===== config.mk =====
export PLATFORM = sky130hd
export DESIGN_NAME = irq_winner_flag_and_index
export DESIGN_NICKNAME = d
export VERILOG_FILES = /design/src/core/irq_winner_pkg.sv /design/src/core/irq_winner_flag_and_index.sv
export VERILOG_INCLUDE_DIRS = /design/src /design/src/core
export SDC_FILE = /design/constraint.sdc
export NUM_CORES = 1
export LEC_CHECK = 0
export ABC_AREA = 1
export ABC_CLOCK_PERIOD_IN_PS = 2640
export BUFFER_PORTS_ARGS = -buffer_cell sky130_fd_sc_hd__buf_4
export CORE_MARGIN = 4
export CORE_UTILIZATION = 45
export CTS_BUF_LIST = sky130_fd_sc_hd__clkbuf_8
export CTS_CLUSTER_DIAMETER = 80
export DETAILED_ROUTE_END_ITERATION = 10
export PLACE_DENSITY = 0.79
export SYNTH_ARGS = -nofsm -noshare
export SYNTH_HDL_FRONTEND = slang
export SYNTH_SLANG_ARGS = --single-unit

===== constraint.sdc =====
create_clock -name sys_clk -period 2.64 [get_ports sys_clk]
set_clock_uncertainty 0.2 [all_clocks]
set_input_delay 0.528 -clock sys_clk [delete_from_list [all_inputs] [get_ports sys_clk]]
set_output_delay 0.528 -clock sys_clk [all_outputs]
set_load 0.02 [all_outputs]

===== src/core/irq_winner_defines.svh =====
// register map, reset values and source layout of the winner flag and index stage
// Functional notes
// [RL1] each group holds a 32-bit winner flag register
// [RL2] at most one flag set; it drives normal irq
// [RL3] flag register readable to identify serviced source
// [RL4] software clears flag after clearing raw latch
// [RL5] writing one clears a flag; zero keeps
// [RL6] fast-mode requests never set a flag
// [RL7] software never writes zero onto set flag
// [RL8] clear a flag by writing back its value
// [RL9] group one bits 29, 19, 6 reserved
// [RL10] group two bits 3, 2 reserved
// [RL11] index returns bit number of current winner
// [RL12] index clears once latch and flag clear
// [RL13] group one index read-only, resets zero
// [RL14] group two index values per source bit
// [RL15] fast-mode requests leave index unchanged
// [RL16] path select zero normal, one fast
// [RL17] blocked sources never win a flag
// [RL18] winner taken only while group flags empty
// [RL19] normal irq high while any flag set
`ifndef IRQ_WINNER_DEFINES_SVH
`define IRQ_WINNER_DEFINES_SVH

`define FLAGS_ONE_ADDR 32'h4A00_0010
`define INDEX_ONE_ADDR 32'h4A00_0014
`define FLAGS_TWO_ADDR 32'h4A00_0050
`define INDEX_TWO_ADDR 32'h4A00_0054
`define EVT_STATUS_ADDR 32'h4A00_0060
`define EVT_ENABLE_ADDR 32'h4A00_0064

`define FLAGS_RESET 32'h0000_0000
`define INDEX_RESET 32'h0000_0000
`define EVT_RESET 3'h0
`define EVT_ENABLE_RESET 3'h0

// sources that exist; the rest are reserved and never set
`define LEGAL_ONE 32'hDFF7_FFBF
`define LEGAL_TWO 32'h0000_00F3

`define EVT_WIN_ONE_BIT 0
`define EVT_WIN_TWO_BIT 1
`define EVT_HAZARD_BIT 2
`define EVT_W 3

`endif


===== src/core/irq_winner_pkg.sv =====
// types shared by the winner flag and index stage
package irq_winner_pkg;

    typedef enum logic [2:0] {
        SEL_NONE = 3'b000,
        SEL_FLAGS_ONE = 3'b001,
        SEL_INDEX_ONE = 3'b010,
        SEL_FLAGS_TWO = 3'b011,
        SEL_INDEX_TWO = 3'b100,
        SEL_EVT_STATUS = 3'b101,
        SEL_EVT_ENABLE = 3'b110
    } reg_sel_e;

endpackage : irq_winner_pkg


===== src/core/irq_winner_flag_and_index.sv =====
// winner flag and winner index registers of a two-group interrupt controller
`timescale 1ns/1ps
`default_nettype none
`include "irq_winner_defines.svh"

module irq_winner_flag_and_index #(
    parameter int unsigned SRC_W = 32
) (
    // clock and reset
    input wire logic sys_clk,
    input wire logic rst,
    // register port
    input wire logic [31:0] reg_addr,
    input wire logic [31:0] reg_wdata,
    input wire logic reg_wr,
    input wire logic reg_rd,
    output logic [31:0] reg_rdata,
    // group one request state and arbiter winner
    input wire logic [SRC_W-1:0] raw_latch_one,
    input wire logic [SRC_W-1:0] service_block_one,
    input wire logic [SRC_W-1:0] path_select_one,
    input wire logic arb_valid_one,
    input wire logic [$clog2(SRC_W)-1:0] arb_index_one,
    // group two request state and arbiter winner
    input wire logic [SRC_W-1:0] raw_latch_two,
    input wire logic [SRC_W-1:0] service_block_two,
    input wire logic [SRC_W-1:0] path_select_two,
    input wire logic arb_valid_two,
    input wire logic [$clog2(SRC_W)-1:0] arb_index_two,
    // processor side
    output logic irq_normal,
    output logic event_irq
);

    localparam int unsigned IDX_W = $clog2(SRC_W);

    typedef logic [SRC_W-1:0] vec_t;
    typedef logic [IDX_W-1:0] idx_t;

    vec_t raw [2];
    vec_t blk [2];
    vec_t mode [2];
    vec_t legal [2];
    logic arb_v [2];
    idx_t arb_i [2];

    vec_t flags_r [2];
    vec_t flags_nxt [2];
    idx_t index_r [2];
    idx_t index_nxt [2];
    vec_t set_vec [2];
    vec_t clr_vec [2];
    logic hazard [2];
    logic [`EVT_W-1:0] evt_r;
    logic [`EVT_W-1:0] evt_nxt;
    logic [`EVT_W-1:0] en_r;
    logic [31:0] rdata_r;
    logic irq_normal_r;
    logic event_irq_r;
    irq_winner_pkg::reg_sel_e sel;

    assign raw[0] = raw_latch_one;
    assign raw[1] = raw_latch_two;
    assign blk[0] = service_block_one;
    assign blk[1] = service_block_two;
    assign mode[0] = path_select_one;
    assign mode[1] = path_select_two;
    assign legal[0] = SRC_W'(`LEGAL_ONE); // RL9
    assign legal[1] = SRC_W'(`LEGAL_TWO); // RL10
    assign arb_v[0] = arb_valid_one;
    assign arb_v[1] = arb_valid_two;
    assign arb_i[0] = arb_index_one;
    assign arb_i[1] = arb_index_two;

    // address decode; index registers have no write path
    function automatic irq_winner_pkg::reg_sel_e decode(input logic [31:0] a);
        case (a)
            `FLAGS_ONE_ADDR: decode = irq_winner_pkg::SEL_FLAGS_ONE;
            `INDEX_ONE_ADDR: decode = irq_winner_pkg::SEL_INDEX_ONE; // RL13
            `FLAGS_TWO_ADDR: decode = irq_winner_pkg::SEL_FLAGS_TWO;
            `INDEX_TWO_ADDR: decode = irq_winner_pkg::SEL_INDEX_TWO;
            `EVT_STATUS_ADDR: decode = irq_winner_pkg::SEL_EVT_STATUS;
            `EVT_ENABLE_ADDR: decode = irq_winner_pkg::SEL_EVT_ENABLE;
            default: decode = irq_winner_pkg::SEL_NONE;
        endcase
    endfunction : decode

    // arbiter winner is accepted only for a live, unblocked, normal-path source
    function automatic logic win_ok(
        input logic v,
        input idx_t i,
        input vec_t r,
        input vec_t b,
        input vec_t m,
        input vec_t l,
        input vec_t f
    );
        win_ok = v && (f == '0) && r[i] && !b[i] && !m[i] && l[i]; // RL6 RL15 RL16 RL17 RL18
    endfunction : win_ok

    function automatic vec_t one_hot(input idx_t i);
        one_hot = vec_t'(1) << i;
    endfunction : one_hot

    assign sel = decode(reg_addr);

    always_comb begin
        for (int g = 0; g < 2; g++) begin
            if (win_ok(arb_v[g], arb_i[g], raw[g], blk[g], mode[g], legal[g], flags_r[g])) begin
                set_vec[g] = one_hot(arb_i[g]);
            end else begin
                set_vec[g] = '0;
            end
            clr_vec[g] = '0;
            hazard[g] = 1'b0;
        end
        if (reg_wr && sel == irq_winner_pkg::SEL_FLAGS_ONE) begin
            clr_vec[0] = reg_wdata[SRC_W-1:0]; // RL5
            hazard[0] = |(flags_r[0] & ~reg_wdata[SRC_W-1:0]); // RL7 RL8
        end
        if (reg_wr && sel == irq_winner_pkg::SEL_FLAGS_TWO) begin
            clr_vec[1] = reg_wdata[SRC_W-1:0]; // RL5
            hazard[1] = |(flags_r[1] & ~reg_wdata[SRC_W-1:0]); // RL7 RL8
        end
    end

    always_comb begin
        for (int g = 0; g < 2; g++) begin
            // a new winner beats a clear in the same cycle
            flags_nxt[g] = (flags_r[g] & ~clr_vec[g]) | set_vec[g]; // RL1 RL2 RL5
            if (set_vec[g] != '0) begin
                index_nxt[g] = arb_i[g]; // RL11 RL14
            end else if (flags_nxt[g] == '0 && !raw[g][index_r[g]]) begin
                index_nxt[g] = '0; // RL12
            end else begin
                index_nxt[g] = index_r[g]; // RL4
            end
        end
    end

    always_ff @(posedge sys_clk) begin
        if (rst) begin
            for (int g = 0; g < 2; g++) begin
                flags_r[g] <= SRC_W'(`FLAGS_RESET);
                index_r[g] <= IDX_W'(`INDEX_RESET); // RL13
            end
        end else begin
            for (int g = 0; g < 2; g++) begin
                flags_r[g] <= flags_nxt[g];
                index_r[g] <= index_nxt[g];
            end
        end
    end

    always_ff @(posedge sys_clk) begin
        if (rst) begin
            irq_normal_r <= 1'b0;
        end else begin
            irq_normal_r <= (|flags_nxt[0]) || (|flags_nxt[1]); // RL2 RL19
        end
    end

    // event status: hardware set wins over a software clear
    always_comb begin
        evt_nxt = evt_r;
        if (reg_wr && sel == irq_winner_pkg::SEL_EVT_STATUS) begin
            evt_nxt = evt_nxt & ~reg_wdata[`EVT_W-1:0];
        end
        if (set_vec[0] != '0) begin
            evt_nxt[`EVT_WIN_ONE_BIT] = 1'b1;
        end
        if (set_vec[1] != '0) begin
            evt_nxt[`EVT_WIN_TWO_BIT] = 1'b1;
        end
        if (hazard[0] || hazard[1]) begin
            evt_nxt[`EVT_HAZARD_BIT] = 1'b1;
        end
    end

    always_ff @(posedge sys_clk) begin
        if (rst) begin
            evt_r <= `EVT_RESET;
            en_r <= `EVT_ENABLE_RESET;
            event_irq_r <= 1'b0;
        end else begin
            evt_r <= evt_nxt;
            if (reg_wr && sel == irq_winner_pkg::SEL_EVT_ENABLE) begin
                en_r <= reg_wdata[`EVT_W-1:0];
            end
            event_irq_r <= |(evt_r & en_r);
        end
    end

    // read data stands only in the cycle after the strobe
    always_ff @(posedge sys_clk) begin
        if (rst) begin
            rdata_r <= 32'h0000_0000;
        end else if (reg_rd) begin
            case (sel)
                irq_winner_pkg::SEL_FLAGS_ONE: rdata_r <= 32'(flags_r[0]); // RL3
                irq_winner_pkg::SEL_INDEX_ONE: rdata_r <= 32'(index_r[0]); // RL11
                irq_winner_pkg::SEL_FLAGS_TWO: rdata_r <= 32'(flags_r[1]); // RL3
                irq_winner_pkg::SEL_INDEX_TWO: rdata_r <= 32'(index_r[1]); // RL14
                irq_winner_pkg::SEL_EVT_STATUS: rdata_r <= 32'(evt_r);
                irq_winner_pkg::SEL_EVT_ENABLE: rdata_r <= 32'(en_r);
                default: rdata_r <= 32'h0000_0000;
            endcase
        end else begin
            rdata_r <= 32'h0000_0000;
        end
    end

    assign reg_rdata = rdata_r;
    assign irq_normal = irq_normal_r;
    assign event_irq = event_irq_r;
endmodule : irq_winner_flag_and_index
`default_nettype wire


---- Word level (Yosys, flattened, before mapping) ----
Memory sizes are Yosys's and may differ from the RTL's.
Index checks and enable logic that the tools add are counted.
cells by class
  $lt $le $gt $ge ......................... 4
  eq/ne operators ......................... 12
  shift-type cells ........................ 2
  muxes and demuxes ....................... 41
  bitwise operators ....................... 17
  reduce and logical (&&, ||, !) cells .... 39
operators by type and width
  cell                                                                      number
  32-bit by 31-bit equality test with 1-bit output (second input constant)  6
  32-bit 2-to-1 mux                                                         6
  32-bit case mux with 6 select lines                                       1
  32-bit bitwise AND                                                        4
  32-bit logical NOT                                                        4
  32-bit OR reduction                                                       4
  32-bit NOT                                                                3
  32-bit OR                                                                 2
  32-bit nonzero test                                                       2
  1-bit by 5-bit left shift with 32-bit output (first input constant)       2
  1-bit binary-select mux with 5-bit select                                 8
  5-bit 2-to-1 mux                                                          6
  5-bit by 6-bit < comparator with 1-bit output (second input constant)     4
  1-bit 2-to-1 mux                                                          18
  3-bit case mux with 6 select lines                                        1
  1-bit logical AND                                                         16
  3-bit equality test (second input constant)                               3
  3-bit bitwise AND                                                         2
  3-bit by 2-bit equality test with 1-bit output (second input constant)    2
  1-bit logical NOT                                                         6
  2-bit nonzero test                                                        3
  1-bit OR                                                                  4
  3-bit by 1-bit equality test with 1-bit output (second input constant)    1
  3-bit 2-to-1 mux                                                          1
  5 further kinds                                                           6
storage, ports and cells
  register bits ........................... 40
  bits in writable memories ............... 74
  bits in read-only memories .............. 64
  input port bits ......................... 272
  word-level logic and storage cells ...... 126
  memories kept ........................... 4
memories
  memory            depth  width  read ports  clocked after Yosys merged registers in  write ports  line                             source
  flags_r           2      32     2           0                                        2            irq_winner_flag_and_index.sv:47  vec_t flags_r [2];
  (name not given)  32     1      1           0                                        0            irq_winner_flag_and_index.sv:98  win_ok = v && (f == '0) && r[i] && !b[i] && !m[i] && l[i];
  (name not given)  32     1      1           0                                        0            irq_winner_flag_and_index.sv:98
  index_r           2      5      2           0                                        2            irq_winner_flag_and_index.sv:49  idx_t index_r [2];

---- Logic depth before layout (Yosys ltp) ----
An unclocked memory read counts as a cell.
  depth after elaboration ................. 14
  gate-level depth with buffers ........... 21
  gate-level depth less buffers ........... 19

---- Worst setup path after synthesis ----
OpenSTA, ideal clock, no wires.
  kind .................................... input to register
  start ................................... input reg_addr[9]
  end ..................................... memory index_r[0][5] in the netlist's numbering
  library setup time ...................... 132 ps
  data arrival time ....................... 2281 ps
  slack ................................... 27 ps
  stages .................................. 13
  path through ............................ nor2_1 -> nand2_1 -> nor2_4 -> nand3_1 -> nor2_1 -> nand2_1 -> clkbuf_1 -> o21ai_0 -> nand4_1 -> nor4_1 -> nand3_2 -> nand3_1 -> a21oi_1
RTL lines
  what                line                             source
  start: declaration  irq_winner_flag_and_index.sv:13  input wire logic [31:0] reg_addr,
  end: declaration    irq_winner_flag_and_index.sv:49

==> results.toml <==
[power_and_ir_drop]
p_sw_share_pct = 27.9
power.density_mw_per_mm2 = 381
total_switching_power_mw = 1.19
ir_drop_v = 0.000301
cell_internal_pwr_mw = 3.08
p_leak_nw = 5.62
p_comb_share_pct = 20.4
seq_power_share_pct = 41.0
power.share.clock_pct = 38.6

[sta]
setup_viol = 0
slew-limit-headroom_pct = 45.3
worst_pin_slew_ps = 820
slew_violations = 0
fin_crit_ps = 2540
setup_tns_ps = 0
fmax_mhz = 394
hold_viol = 0
fin_crit_sh_pct = 96.1

[clocking]
path_clk_slew_ps = 70
clk_latency_ps = 450
cts-root-buf = "clkbuf_8"
h-tree-depth = 4
cts.sinks = 114
clockBufferDepth = 2
cts_hold_buf = 0
cts_tree = "built"
cts_buffers = 17

[synth]
synth_edf_count = 0
synth_top_cell_area_share_pct = 30.8
muxShareOfSynthArea_pct = 0
synth_xor_area_share_pct = 0
synth_ff_type = "dfxtp_1"
synth_compound_gate_area_share_pct = 19.4
synth_top_family_by_area = "simple AND/OR/NAND/NOR gates"
yosys.cell_types.count = 44
synth_simple_gate_area_share_pct = 37.4
synthAdderAreaFrac_pct = 0
synth_area_mm2 = 0.00741
syn_avg_cell_area_um2 = 6.09
syn-num-nets = 1488
synth_area_leaders = "dfxtp_1 (31%), nand2_1 (13%), inv_1 (9.1%)"
postSynthCellCount = 1216
ys_ff_latch = 114
yosys.area.top_type = "dfxtp_1"
synth-warning-count = 0
async_reset_ff_share_pct = 0
seq_area_frac_synth_pct = 30.8

[placed_design]
placed_cells = 1793
port_buffers = 257
place.gp.congestion = 0.973
place_hpwl_um = 21500
postPlaceCellArea_mm2 = 0.0106

[global_route]
grt_use_total_pct = 28.4
grt_first_pass_wirelength_um = 42700
grt_max_degree = 74
grt_pass1_vias = 9206
grt-ovfl-total = 0
antenna_found_initial = 0

[setup_path]
cp_max_fo = 32
path_cells = "buf_4 -> nor4_2 -> nand3_1 -> nor2_1 -> nand2_1 -> buf_12 -> o21ai_0 -> nand4_1 -> nor2_1 -> nand2_1 -> nor2_4 -> nand4_4 -> nand3_1 -> a21oi_1"
worstSetupPathDepth = 14
reg2regPathDepth = 16
ff2ff_setup_slack_ps = 120
worstPathArrival_ps = 2630
crit_start = "reg_addr[5]"
startpoint_type = "input port"
path_buf_inv = 2
r2r-end = "index_r[0][3]"
end_kind = "flip-flop"
worst_path_max_delay_cell = "nor4_2"
critPathMaxStageDelay_ps = 310
path_delay_family = "simple AND/OR/NAND/NOR gates"
r2r_start = "flags_r[0][7]"
crit_required_ps = 2730
crit_end = "index_r[0][3]"
critPathKind = "in2reg"

[cells_and_area]
n_antenna_cell = 0
multiInputGateArea_mm2 = 0.00435
stdcell_area_mm2 = 0.0112
fin_cells = 1832
nets = 1875
syn_to_final_growth_pct = 51.1
fillerInstances = 1402
register_area_mm2 = 0.00228
drive_gt1_share_pct = 30.2

[detailed_routing]
firstDrtPassIters = 6
route.antenna.remaining_nets = 0
drc = 0
wl_um = 27200
drt-initial-drc-count = 765
drt-wirelength-per-cell_um = 14.8
viasPerCell = 5.36
num_vias = 9815

[die]
rows = 46
die_w_um = 136
initial_core_util_pct = 46.3
dieArea_mm2 = 0.0186
ioPinCount = 306
dieHeight_um = 136
core_mm2 = 0.0160

[min_path]
hold_class = "in2reg"

[outcome]
outcome = "complete, no violations"

[job]
max_cap_viol_count = 0
[synthesized netlist by cell type (3+ instances only)]
| master | n |
|---|---|
| nor4_1 | 18 |
| inv_2 | 5 |
| clkinv_1 | 4 |
| clkbuf_1 | 35 |
| a22oi_1 | 7 |
| o21ai_1 | 3 |
| o22ai_1 | 10 |
| a22o_1 | 4 |
| dfxtp_1 | 114 |
| nand2_2 | 6 |
| nand4_1 | 55 |
| nor2_1 | 154 |
| nand3_1 | 74 |
| a221oi_1 | 6 |
| nand2_1 | 247 |
| o221ai_1 | 12 |
| o2111ai_1 | 4 |
| nand3b_1 | 16 |
| a21oi_1 | 86 |
| o21ai_0 | 103 |
| buf_4 | 4 |
| o31ai_1 | 3 |
| nor3_1 | 27 |
| inv_1 | 179 |
| a211oi_1 | 3 |
| o211ai_1 | 6 |
| buf_2 | 8 |
[flip-flops by register name, indices dropped and copies added (netlist names)]
register and cells:
flags_r 64, irq_normal 1, reg_rdata 32, evt_r 3, en_r 3, event_irq 1
index_r 10
[per-stage QoR]
| stage | power, mW | util, % | worst slack (ps) | hold slack [ps] |
|---|---|---|---|---|
| finish | 4.27 | 70.0 | 102 | 186 |
| global route | 4.44 | 70.0 | -5.30 | 178 |
| CTS | 4.22 | 68.8 | 4.18 | 171 |
| detailed placement | 2.59 | 66.2 | -490 | 276 |
| global placement | 2.58 | 66.2 | -471 | 270 |
| floorplan | 2.14 | - | 26.8 | 251 |
[power groups by stage]
stage | Sequential, mW | Combinational [mW] | Clock [mW]
global route | 1.75 | 0.951 | 1.74
CTS | 1.75 | 0.814 | 1.66
floorplan | 1.78 | 0.361 | 0
detailed placement | 1.79 | 0.806 | 0
finish | 1.75 | 0.872 | 1.65
global placement | 1.79 | 0.796 | 0
[layer usage]
metal / global-route usage [%] / part of all wire [%] / vias up
met5: 0 / 0 / -
met4: 12.5 / 3.9 / 0
met3: 6.62 / 9.8 / 79
met2: 47.1 / 46 / 550
met1: 35.3 / 40 / 4346
li1: - / - / 4840
[tightest hold or removal path, cell delays in order]
cell     delay, ps
buf_4          130
nand2_1         60
a21oi_1         60
[final cells by class]
class / count / share of cell area (%)
Clock inverter: 12 / 1.16
Tap cell: 216 / 2.41
Timing Repair Buffer: 415 / 28.4
Inverter: 188 / 6.30
Clock buffer: 20 / 2.46
Multi-Input combinational cell: 867 / 38.8
Sequential cell: 114 / 20.4
[cells in the final DEF (no fill, tap or decap), types with 16 or more instances in the layout]
master,netlist,routed
buf_4,4,409
inv_1,179,179
o21ai_1,3,21
dfxtp_1,114,114
nand3b_1,16,16
nor3_1,27,26
o21ai_0,103,83
a21oi_1,86,85
nor2_1,154,148
clkbuf_8,0,20
nand4_1,55,55
nand2_1,247,245
nand3_1,74,73
[kinds of logic (layout without fill, tap and decap cells)]
| logic type | Yosys count | in the layout |
|---|---|---|
| AOI/OAI and AO/OA | 252 | 252 |
| DFF | 114 | 114 |
| buffers and inverters | 237 | 635 |
| and+or+nand+nor | 613 | 615 |
[worst min-delay path by stage]
stage	to	slack, ps	from	depth (start not counted)
CTS	index_r[0][6]	170	arb_index_two[1]	3
detailed placement	reg_rdata[30]	280	flags_r[0][62]	2
global route	index_r[0][6]	180	arb_index_two[1]	3
floorplan	reg_rdata[30]	250	flags_r[0][30]	2
global placement	reg_rdata[9]	270	flags_r[0][41]	2
finish	index_r[0][6]	190	arb_index_two[1]	3
[repair_timing]
action,in CTS,in global routing
buffers inserted,0,5
pin swaps,0,14
resized for setup,5,44
endpoints found under the hold margin,0,0
cloned,0,2
setup endpoints to repair,10,11
Power figures use the tool's default switching activity.
